File: src/hdl/rxfu_pkg.sv
// package: register map, field positions, reset values, action codes
package rxfu_pkg;
   localparam logic [7:0] RX_MODE_CONTROL_ADDR = 8'h35;
   localparam logic [7:0] RX_FOLLOWUP_CONTROL_ADDR = 8'h36;
   // rx_followup_control field positions
   localparam int PREA_TF_BIT = 7;
   localparam int PREA_CF_BIT = 6;
   localparam int WAKEUP_SEARCH_MODE_TS_HI = 5;
   localparam int WAKEUP_SEARCH_MODE_TS_LO = 4;
   localparam int WAKEUP_SEARCH_MODE_TF_BIT = 3;
   localparam int WAKEUP_SEARCH_MODE_CS_HI = 2;
   localparam int WAKEUP_SEARCH_MODE_CS_LO = 1;
   localparam int WAKEUP_SEARCH_MODE_CF_BIT = 0;
   // rx_mode_control settle select field
   localparam int SETTLE_HI = 4;
   localparam int SETTLE_LO = 3;
   // reset values; mode control avoids the discouraged settle code
   localparam logic [7:0] FOLLOWUP_RESET = 8'h88;
   localparam logic [7:0] MODE_CONTROL_RESET = 8'h00;
   // settle select code 00 is legal but discouraged
   localparam logic [1:0] SETTLE_RESET = 2'h1;
   localparam logic [4:0] SETTLE_CHIPS_0 = 5'h03;
   localparam logic [4:0] SETTLE_CHIPS_1 = 5'h07;
   localparam logic [4:0] SETTLE_CHIPS_2 = 5'h0f;
   localparam logic [4:0] SETTLE_CHIPS_3 = 5'h1f;
   localparam logic [5:0] PHASE_ERR_0 = 6'h08;
   localparam logic [5:0] PHASE_ERR_1 = 6'h0f;
   localparam logic [5:0] PHASE_ERR_2 = 6'h1e;
   localparam logic [5:0] PHASE_ERR_3 = 6'h3c;
   localparam logic [3:0] TOL_PCT_0 = 4'h8;
   localparam logic [3:0] TOL_PCT_1 = 4'h4;
   localparam logic [3:0] TOL_PCT_2 = 4'h2;
   localparam logic [3:0] TOL_PCT_3 = 4'h1;
   // follow-up action, one-hot
   typedef enum logic [4:0] {
      RXFU_ACT_NONE = 5'h01,
      RXFU_ACT_PDOWN = 5'h02,
      RXFU_ACT_HALT = 5'h04,
      RXFU_ACT_PREAMBLE = 5'h08,
      RXFU_ACT_RECEIVE = 5'h10
   } rxfu_act_t;
endpackage

File: src/hdl/rxfu_if.sv
// interface: completion event from top to the decision module
`timescale 1ns/10ps
interface rxfu_if;
   logic done;
   logic is_preamble;
   logic by_timer;
   logic success;
   logic [7:0] followup;
   rxfu_pkg::rxfu_act_t action;
   logic nmi;
   modport top (output done, output is_preamble, output by_timer, output success,
      output followup, input action, input nmi);
   modport dec (input done, input is_preamble, input by_timer, input success,
      input followup, output action, output nmi);
endinterface

File: src/hdl/rxfu_decide.sv
// combinational follow-up decision from event kind and control bits
`timescale 1ns/10ps
module rxfu_decide (
   rxfu_if.dec ev
);
   always_comb
   begin
      ev.action = rxfu_pkg::RXFU_ACT_NONE;
      ev.nmi = 1'b0;
      if (ev.done)
      begin
         if (ev.is_preamble && !ev.success && ev.by_timer)
         begin
            if (ev.followup[rxfu_pkg::PREA_TF_BIT])
               ev.action = rxfu_pkg::RXFU_ACT_PDOWN;
            else
            begin
               ev.action = rxfu_pkg::RXFU_ACT_HALT;
               ev.nmi = 1'b1;
            end
         end
         else if (ev.is_preamble && !ev.success)
            ev.action = ev.followup[rxfu_pkg::PREA_CF_BIT] ? rxfu_pkg::RXFU_ACT_PDOWN
                                                           : rxfu_pkg::RXFU_ACT_HALT;
         else if (ev.is_preamble)
            // successful preamble detection carries on into data receive
            ev.action = rxfu_pkg::RXFU_ACT_RECEIVE;
         else if (ev.success)
         begin
            // same code, nmi on 11 only when timer started
            unique case (ev.by_timer ? ev.followup[rxfu_pkg::WAKEUP_SEARCH_MODE_TS_HI:rxfu_pkg::WAKEUP_SEARCH_MODE_TS_LO]
                                     : ev.followup[rxfu_pkg::WAKEUP_SEARCH_MODE_CS_HI:rxfu_pkg::WAKEUP_SEARCH_MODE_CS_LO])
               2'h3:
               begin
                  ev.action = rxfu_pkg::RXFU_ACT_RECEIVE;
                  ev.nmi = ev.by_timer;
               end
               2'h2: ev.action = rxfu_pkg::RXFU_ACT_PREAMBLE;
               default:
               begin
                  ev.action = rxfu_pkg::RXFU_ACT_HALT;
                  ev.nmi = 1'b1;
               end
            endcase
         end
         else if (ev.by_timer)
         begin
            if (ev.followup[rxfu_pkg::WAKEUP_SEARCH_MODE_TF_BIT])
               ev.action = rxfu_pkg::RXFU_ACT_PDOWN;
            else
            begin
               ev.action = rxfu_pkg::RXFU_ACT_HALT;
               ev.nmi = 1'b1;
            end
         end
         else
            ev.action = ev.followup[rxfu_pkg::WAKEUP_SEARCH_MODE_CF_BIT] ? rxfu_pkg::RXFU_ACT_PDOWN
                                                           : rxfu_pkg::RXFU_ACT_HALT;
      end
   end
endmodule

File: src/hdl/rxfu_top.sv
// receive follow-up sequencer: registers, mode tracking, action outputs
`timescale 1ns/10ps
module rxfu_top (
   input wire logic sys_clk_i,
   input wire logic rst_n_i,
   input wire logic clk_en_i,
   input wire logic reg_wr_i,
   input wire logic reg_rd_i,
   input wire logic [7:0] reg_addr_i,
   input wire logic [7:0] reg_wdata_i,
   input wire logic search_done_i,
   input wire logic search_is_preamble_i,
   input wire logic search_by_timer_i,
   input wire logic search_success_i,
   output logic [7:0] reg_rdata_o,
   output logic power_down_o,
   output logic halted_o,
   output logic preamble_detect_mode_o,
   output logic data_receive_o,
   output logic nmi_o,
   output logic [1:0] recovery_settle_select_o,
   output logic [4:0] settle_chips_o,
   output logic [5:0] phase_err_deg_o,
   output logic [3:0] tolerance_pct_o
);
   logic [7:0] rx_followup_control_ff;
   logic [7:0] rx_mode_control_ff;
   logic [4:0] nxt_settle_chips;
   logic [5:0] nxt_phase_err;
   logic [3:0] nxt_tol;

   rxfu_if ev ();

   // event inputs come from same-clock logic, so no synchroniser
   assign ev.done = search_done_i;
   assign ev.is_preamble = search_is_preamble_i;
   assign ev.by_timer = search_by_timer_i;
   assign ev.success = search_success_i;
   assign ev.followup = rx_followup_control_ff;

   rxfu_decide u_decide (
      .ev(ev)
   );

   // register writes; other mode-control bits held for the neighbouring logic
   always_ff @(posedge sys_clk_i or negedge rst_n_i)
   begin
      if (!rst_n_i)
      begin
         rx_followup_control_ff <= rxfu_pkg::FOLLOWUP_RESET;
         rx_mode_control_ff <= rxfu_pkg::MODE_CONTROL_RESET
            | ({6'h00, rxfu_pkg::SETTLE_RESET} << rxfu_pkg::SETTLE_LO);
      end
      else if (clk_en_i && reg_wr_i)
      begin
         if (reg_addr_i == rxfu_pkg::RX_FOLLOWUP_CONTROL_ADDR)
            rx_followup_control_ff <= reg_wdata_i;
         if (reg_addr_i == rxfu_pkg::RX_MODE_CONTROL_ADDR)
            rx_mode_control_ff <= reg_wdata_i;
      end
   end

   // registered read data; unmapped addresses read zero
   always_ff @(posedge sys_clk_i or negedge rst_n_i)
   begin
      if (!rst_n_i)
         reg_rdata_o <= 8'h00;
      else if (clk_en_i)
      begin
         if (reg_rd_i && reg_addr_i == rxfu_pkg::RX_FOLLOWUP_CONTROL_ADDR)
            reg_rdata_o <= rx_followup_control_ff;
         else if (reg_rd_i && reg_addr_i == rxfu_pkg::RX_MODE_CONTROL_ADDR)
            reg_rdata_o <= rx_mode_control_ff;
         else
            reg_rdata_o <= 8'h00;
      end
   end

   // settle characteristics lookup
   always_comb
   begin
      unique case (rx_mode_control_ff[rxfu_pkg::SETTLE_HI:rxfu_pkg::SETTLE_LO])
         2'h0:
         begin
            nxt_settle_chips = rxfu_pkg::SETTLE_CHIPS_0;
            nxt_phase_err = rxfu_pkg::PHASE_ERR_0;
            nxt_tol = rxfu_pkg::TOL_PCT_0;
         end
         2'h1:
         begin
            nxt_settle_chips = rxfu_pkg::SETTLE_CHIPS_1;
            nxt_phase_err = rxfu_pkg::PHASE_ERR_1;
            nxt_tol = rxfu_pkg::TOL_PCT_1;
         end
         2'h2:
         begin
            nxt_settle_chips = rxfu_pkg::SETTLE_CHIPS_2;
            nxt_phase_err = rxfu_pkg::PHASE_ERR_2;
            nxt_tol = rxfu_pkg::TOL_PCT_2;
         end
         2'h3:
         begin
            nxt_settle_chips = rxfu_pkg::SETTLE_CHIPS_3;
            nxt_phase_err = rxfu_pkg::PHASE_ERR_3;
            nxt_tol = rxfu_pkg::TOL_PCT_3;
         end
      endcase
   end

   // settle outputs registered so every top output leaves a flop
   always_ff @(posedge sys_clk_i or negedge rst_n_i)
   begin
      if (!rst_n_i)
      begin
         recovery_settle_select_o <= rxfu_pkg::SETTLE_RESET;
         settle_chips_o <= rxfu_pkg::SETTLE_CHIPS_1;
         phase_err_deg_o <= rxfu_pkg::PHASE_ERR_1;
         tolerance_pct_o <= rxfu_pkg::TOL_PCT_1;
      end
      else if (clk_en_i)
      begin
         recovery_settle_select_o <= rx_mode_control_ff[rxfu_pkg::SETTLE_HI:rxfu_pkg::SETTLE_LO];
         settle_chips_o <= nxt_settle_chips;
         phase_err_deg_o <= nxt_phase_err;
         tolerance_pct_o <= nxt_tol;
      end
   end

   // state after the last completion; holds until the next completion
   always_ff @(posedge sys_clk_i or negedge rst_n_i)
   begin
      if (!rst_n_i)
      begin
         power_down_o <= 1'b0;
         halted_o <= 1'b0;
         preamble_detect_mode_o <= 1'b0;
         data_receive_o <= 1'b0;
      end
      else if (clk_en_i && search_done_i)
      begin
         power_down_o <= (ev.action == rxfu_pkg::RXFU_ACT_PDOWN);
         halted_o <= (ev.action == rxfu_pkg::RXFU_ACT_HALT);
         preamble_detect_mode_o <= (ev.action == rxfu_pkg::RXFU_ACT_PREAMBLE);
         data_receive_o <= (ev.action == rxfu_pkg::RXFU_ACT_RECEIVE);
      end
   end

   // nmi is a one-cycle pulse; the host owns any latching
   always_ff @(posedge sys_clk_i or negedge rst_n_i)
   begin
      if (!rst_n_i)
         nmi_o <= 1'b0;
      else if (clk_en_i)
         nmi_o <= ev.nmi;
   end
endmodule

File: config.mk
export PLATFORM = sky130hd
export DESIGN_NAME = rxfu_top
export DESIGN_NICKNAME = d
export VERILOG_FILES = /design/src/hdl/rxfu_pkg.sv /design/src/hdl/rxfu_if.sv /design/src/hdl/rxfu_decide.sv /design/src/hdl/rxfu_top.sv
export SDC_FILE = /design/constraint.sdc
export NUM_CORES = 1
export LEC_CHECK = 0
export ABC_AREA = 1
export CAP_MARGIN = 40
export CORE_MARGIN = 2
export CORE_UTILIZATION = 40
export CTS_CLUSTER_DIAMETER = 30
export DETAILED_ROUTE_END_ITERATION = 8
export DONT_BUFFER_PORTS = 1
export PLACE_DENSITY = 0.52
export REMOVE_ABC_BUFFERS = 1
export SYNTH_ARGS = -nofsm -noshare
export SYNTH_HDL_FRONTEND = slang
export SYNTH_SLANG_ARGS = --single-unit
File: constraint.sdc
create_clock -name sys_clk_i -period 1.5 [get_ports sys_clk_i]
set_input_delay 0.3 -clock sys_clk_i [delete_from_list [all_inputs] [get_ports sys_clk_i]]
set_output_delay 0.3 -clock sys_clk_i [all_outputs]
set_load 0.005 [all_outputs]
==> flow_metrics.env, run 1 <==
export IMPL_synth_edf_count=0
export IMPL_r2r_start="rx_mode_control_ff[3]"
export IMPL_wire_per_inst_um=13.11
export IMPL_ys_ff_latch=38
export IMPL_die_h_um=76.84
export IMPL_viasPerCell=4.752
export IMPL_regToRegSetupSlack_ns=0.26
export IMPL_cts_sinks=38
export IMPL_yosysWarnings=0
export IMPL_overflow=0
export IMPL_fin_ws_ns=0.2582
export IMPL_top_layer_used="met4"
export IMPL_setup_tns_final_ns=0
export IMPL_hp_class="in2reg"
export IMPL_slew_headroom=0.6649
export IMPL_fin_skew_ns=0.007406
export IMPL_status="completed"
export IMPL_maxCapViolCount=0
export IMPL_clk_latency_ns=0.29
export IMPL_cts_buffer_depth=2
export IMPL_core_area_sq_um=5107
export IMPL_fill_cells=538
export IMPL_synth_main_ff_cell="dfrtp_1"
export IMPL_utilization=0.4412
export IMPL_worst_slew_pin_slew_ns=0.5021
export IMPL_layout_drive_gt1_share=0.2008
export IMPL_synth_area_leader_cell="dfrtp_1"
export IMPL_drc=0
export IMPL_clock_tree_root_cell="clkbuf_8"
export IMPL_cts_made_buffers=5
export IMPL_avgSynthCellArea_sq_um=8.488
export IMPL_wl_met1_um=1897
export IMPL_max_stage_delay_ns=0.58
export IMPL_yosysSeqAreaShare=0.4522
export IMPL_place_ws_ns=0.1805
export IMPL_cp_arrival_ns=1.48
export IMPL_drt_wl_total_um=4182
export IMPL_synth_top_cell_area_share=0.3656
export IMPL_first_pass_iters=4
export IMPL_start_util=0.4155
export IMPL_worstPathRequired_ns=1.74
export IMPL_io_buffer_count=0
export IMPL_hold_violations=0
export IMPL_powerDensity_nw_per_um2=946.0
export IMPL_crit_type="reg2reg"
export IMPL_grt_pass1_vias=1481
export IMPL_ios=55
export IMPL_finalPower_uw=2132
export IMPL_antenna_found_initial=0
export IMPL_num_antenna_cells=0
export IMPL_die_w_um=76.84
export IMPL_hold_ws_ns=0.09438
export IMPL_grt_max_degree=39
export IMPL_post_cts_buffers=0
export IMPL_regToRegEndpoint="settle_chips_o[3]"
export IMPL_nets=277
export IMPL_grt_usage=0.1528
export IMPL_syn_area_sq_um=2122
export IMPL_fin_crit_sh=0.8279
export IMPL_ant_nets=0
export IMPL_synth_distinct_cells=26
export IMPL_htree_levels=2
export IMPL_setup_violations=0
export IMPL_cp_cell_sequence="inv_1 -> ha_1 -> nor2_1 -> o21ai_0 -> nand2_1"
export IMPL_cts_tree="done"
export IMPL_seq_area_sq_um=959.7
export IMPL_wl_met3_um=244
export IMPL_ir_drop_uv=424.0
export IMPL_maxSlewViolCount=0
export IMPL_wl_met2_um=2014
export IMPL_place_congestion=0.7108
export IMPL_final_min_clock_period_ns=1.242
export IMPL_synth_area_leaders="dfrtp_1 (37%), nand2_1 (16%), dfstp_2 (8.7%), o21ai_2 (5.4%), inv_1 (5.3%)"
export IMPL_grt_pass1_wl_um=7176
export IMPL_path_clk_slew_ns=0.08
export IMPL_crit_path_start="rx_mode_control_ff[3]"
export IMPL_die_area_sq_um=5904
export IMPL_syn_inst=250
export IMPL_cp_start_kind="register"
export IMPL_syn2layout_area_growth_pct=6.191
export IMPL_fmax_ghz=0.8053
export IMPL_num_vias=1516
export IMPL_rsz0062_at_grt="false"
export IMPL_synth_async_reset_ratio=1.000
export IMPL_worst_path_max_delay_cell="dfstp_2"
export IMPL_endpoint_kind="register"
export IMPL_hpwl_um=3041
export IMPL_reg2reg_depth=5
export IMPL_drt_iter0_drc=44
export IMPL_multi_input_area_sq_um=920.9
export IMPL_cp_max_fo=5
export IMPL_rows=26
export IMPL_endpoint="settle_chips_o[3]"
export IMPL_leakage_uw=0.001259
[power by group]
group	switching, uW	internal, uW	leakage (uW)
logic	109	57.3	0.000726
registers	28.7	1070	0.000476
clock network	379	490	0.0000579
total	517	1610	0.00126
[kinds of logic after synthesis]
family	share of synthesized area
AND/OR/NAND/NOR	0.3196
AO/OA/AOI/OAI	0.08549
other	0.001767
adder cells (fa/ha/maj)	0.02359
flip-flops	0.4522
buffers and inverters	0.1173
[metrics by stage]
stage	std cells	area, sq um
6_report	319	2253
5_1_grt	319	2253
4_1_cts	319	2253
3_5_place_dp	309	2115
3_3_place_gp	309	2115
2_1_floorplan	235	1997
[registers in the layout, summed over array words and instances, names as in the netlist, 2 cells and up]
name	count
ev.followup	8
recovery_settle_select_o	2
reg_rdata_o	8
rx_mode_control_ff	8
settle_chips_o	2
tolerance_pct_o	4
[worst max-delay path: cells and delay by family, from the launching register on]
| kind | cells | cell delay [ns] |
|---|---|---|
| adder cells (fa/ha/maj) | 1 | 0.21 |
| flip-flops | 1 | 0.58 |
| buffers and inverters | 1 | 0.08 |
| AO/OA/AOI/OAI | 1 | 0.11 |
| AND/OR/NAND/NOR | 2 | 0.20 |
[metal layers]
| layer | global-route usage | up-vias |
|---|---|---|
| li1 | - | 771 |
| met1 | 0.1849 | 708 |
| met4 | 0.04909 | 0 |
| met3 | 0.05882 | 2 |
| met2 | 0.2500 | 35 |
| met5 | 0 | - |
[what timing repair did]
item	4_1_cts	5_1_grt
gates resized for setup	0	0
hold endpoints to repair	38	0
hold buffers	2	0
[layout make-up]
cell class	count	share of cell area
flip-flops and latches	38	0.4259
repair buffers	6	0.02665
clock buffers	5	0.03054
multi-input cells	166	0.4087
well taps	70	0.03887
clock inverters	3	0.01777
inverters	31	0.05164
[worst min-delay path by stage]
| stage | from | endpoint | depth (start not counted) |
|---|---|---|---|
| floorplan | rst_n_i | data_receive_o | 0 |
| global placement | rst_n_i | reg_rdata_o[2] | 0 |
| detailed placement | rst_n_i | reg_rdata_o[2] | 0 |
| CTS | reg_wdata_i[3] | ev.followup[3] | 2 |
| global route | reg_wdata_i[3] | ev.followup[3] | 2 |
| finish | reg_wdata_i[3] | ev.followup[3] | 2 |
[synth_stat cells, types with 4 or more instances]
cell type	n
o21ai_2	13
buf_4	9
nand2_1	89
nor2_1	5
nand2_2	8
inv_1	30
dfstp_2	7
nand4_1	16
ha_1	4
dfrtp_1	31
nand3_1	7
nor2_8	4
o21ai_0	7
[layout by cell type (no fill, tap or decap), types with 2 or more instances in the layout]
master    count
nand2_4       3
nand2_2       8
clkinv_2      2
nor2_8        4
buf_4         4
o21ai_0       7
dfrtp_1      31
dfstp_2       7
nand3_1       7
a21oi_1       2
nor2_1        5
inv_1        30
o21a_1        3
nand2_1      89
nand4_1      16
o21ai_2      13
ha_1          4
conb_1        3
clkbuf_8      5
Power figures use the tool's default switching activity.
==> inputs of run 2 (changes only) <==
Settings changed: ABC_AREA 1 to 0.
Clock period 1.5 ns to 1.15 ns, I/O delays scaled along.
==> flow_metrics.env, run 2 <==
export IMPL_fin_skew_ns=0.009698
export IMPL_grt_usage=0.1638
export IMPL_grt_max_degree=39
export IMPL_synth_main_ff_cell="dfrtp_1"
export IMPL_drt_iter0_drc=52
export IMPL_fin_crit_sh=1.112
export IMPL_hp_class="in2reg"
export IMPL_yosysWarnings=0
export IMPL_clock_tree_root_cell="clkbuf_8"
export IMPL_multi_input_area_sq_um=823.3
export IMPL_grt_pass1_vias=1214
export IMPL_start_util=0.4164
export IMPL_worstPathRequired_ns=1.33
export IMPL_synth_area_leader_cell="dfrtp_1"
export IMPL_syn_inst=139
export IMPL_hold_ws_ns=0.08444
export IMPL_seq_area_sq_um=960.9
export IMPL_path_clk_slew_ns=0.08
export IMPL_fmax_ghz=0.7817
export IMPL_htree_levels=2
export IMPL_syn2layout_area_growth_pct=16.42
export IMPL_final_cells=203
export IMPL_status="complete, but fails checks"
export IMPL_endpoint_kind="register"
export IMPL_overflow=0
export IMPL_powerDensity_nw_per_um2=1292
export IMPL_die_w_um=71.33
export IMPL_antenna_found_initial=0
export IMPL_die_area_sq_um=5087
export IMPL_cts_made_buffers=5
export IMPL_setup_violations=3
export IMPL_layout_drive_gt1_share=0.4702
export IMPL_syn_area_sq_um=1813
export IMPL_grt_pass1_wl_um=6327
export IMPL_rows=24
export IMPL_layout_common_cells="dfrtp_1 (30), mux2_2 (20), buf_4 (12)"
export IMPL_ir_drop_uv=577.2
export IMPL_crit_type="reg2reg"
export IMPL_netlist_top_cells_count="dfrtp_1 (31), mux2_2 (25), a22oi_1 (8), buf_4 (8), o2bb2ai_1 (8)"
export IMPL_cts_tree="done"
export IMPL_violations="negative setup slack"
export IMPL_cp_start_kind="register"
export IMPL_place_congestion=0.7563
export IMPL_num_antenna_cells=0
export IMPL_core_area_sq_um=4354
export IMPL_cts_buffer_depth=2
export IMPL_ys_ff_latch=38
export IMPL_cp_arrival_ns=1.46
export IMPL_io_buffer_count=0
export IMPL_hold_violations=0
export IMPL_maxSlewViolCount=0
export IMPL_drt_wl_total_um=3961
export IMPL_synth_distinct_cells=35
export IMPL_yosysMostFrequentCell="dfrtp_1"
export IMPL_synth_area_leaders="dfrtp_1 (43%), mux2_2 (16%), dfstp_2 (10%), o2bb2ai_1 (3.9%), a22oi_1 (3.3%)"
export IMPL_wire_per_inst_um=19.51
export IMPL_hpwl_um=2664
export IMPL_num_vias=1167
export IMPL_fill_cells=408
export IMPL_clk_latency_ns=0.29
export IMPL_drc=0
export IMPL_leakage_uw=0.0009466
export IMPL_avgSynthCellArea_sq_um=13.04
export IMPL_ios=55
export IMPL_final_common_cell="dfrtp_1"
export IMPL_synth_top_cell_area_share=0.4279
export IMPL_nets=179
export IMPL_rsz0062_at_grt="true"
export IMPL_maxCapViolCount=0
export IMPL_synth_async_reset_ratio=1.000
export IMPL_ant_nets=0
export IMPL_fin_ws_ns=-0.1293
export IMPL_die_h_um=71.33
export IMPL_place_inst=190
export IMPL_cp_max_fo=2
export IMPL_yosysSeqAreaShare=0.5293
export IMPL_cts_sinks=38
export IMPL_first_pass_iters=4
export IMPL_viasPerCell=5.749
export IMPL_synth_edf_count=0
export IMPL_final_min_clock_period_ns=1.279
run 2: final cells by class:
type,instances,area share
flip-flops and latches,38,0.4552
multi-input cells,85,0.3900
repair buffers,15,0.06224
clock buffers,5,0.03260
well taps,52,0.03082
clock inverters,3,0.01897
inverters,5,0.01008
run 2: metal layers:
layer / routed length (um) / vias to the layer above / global-route usage
li1: - / 522 / -
met1: 1681 / 598 / 0.2195
met2: 1950 / 43 / 0.2459
met3: 303 / 4 / 0.06470
met4: 26 / 0 / 0.05031
met5: 0 / - / 0
run 2: path summary, 6_finish.rpt:
check                                            start                          end  slack [ns]  depth (start not counted)
worst max-delay path                    ev.followup[3]                     halted_o       -0.13                          3
max in group asynchronous                      rst_n_i  recovery_settle_select_o[0]        0.48                          2
worst min register to register  preamble_detect_mode_o       preamble_detect_mode_o        0.50                          2
worst max register to register          ev.followup[3]                     halted_o       -0.13                          3
worst min-delay path                    reg_wdata_i[1]               ev.followup[1]        0.08                          1
min in group asynchronous                      rst_n_i            settle_chips_o[3]        0.40                          2
run 2: report_power, final:
part	leakage (uW)	internal [uW]	switching, uW	total, uW
Combinational	0.000395	96.5	94.8	191
Sequential	0.000493	1380	34.3	1420
Clock	0.0000579	638	478	1120
Total	0.000947	2120	607	2730
run 2: critical path, stage by stage (launching register included):
cell	delay [ns]
dfstp_2	0.53
mux2i_1	0.09
a221o_1	0.32
a32o_1	0.23
run 2: through the flow:
step                total power (uW)  setup TNS (ns)  setup slack [ns]  area [sq um]  utilization
floorplan                       1529          -2.584           -0.1594          1724            -
global placement                1570          -1.792           -0.1230          1864       0.4282
detailed placement              1577          -2.076           -0.1528          1864       0.4282
CTS                             2750         -0.2389           -0.1351          2033       0.4670
global route                    2843         -0.4396           -0.1601          2111       0.4848
finish                          2726         -0.2329           -0.1293          2111       0.4848
run 2: cell families (layout without fill, tap and decap cells):
group / count (synthesis) / count (layout) / share of synthesized area
mux: 26 / 26 / 0.1608
simple gates: 22 / 22 / 0.08558
fa+ha+maj: 4 / 4 / 0.02761
buf+inv: 18 / 28 / 0.06349
flops: 38 / 38 / 0.5293
other cells: 1 / 3 / 0.002068
compound gates: 30 / 30 / 0.1311
run 2: what timing repair did:
action / CTS / global route
endpoints found under the setup margin: 6 / 9
cloned: 0 / 0
hold buffers: 2 / 0
hold endpoints to repair: 38 / 0
resized for setup: 7 / 14
setup buffers: 1 / 2
pin swaps: 6 / 2
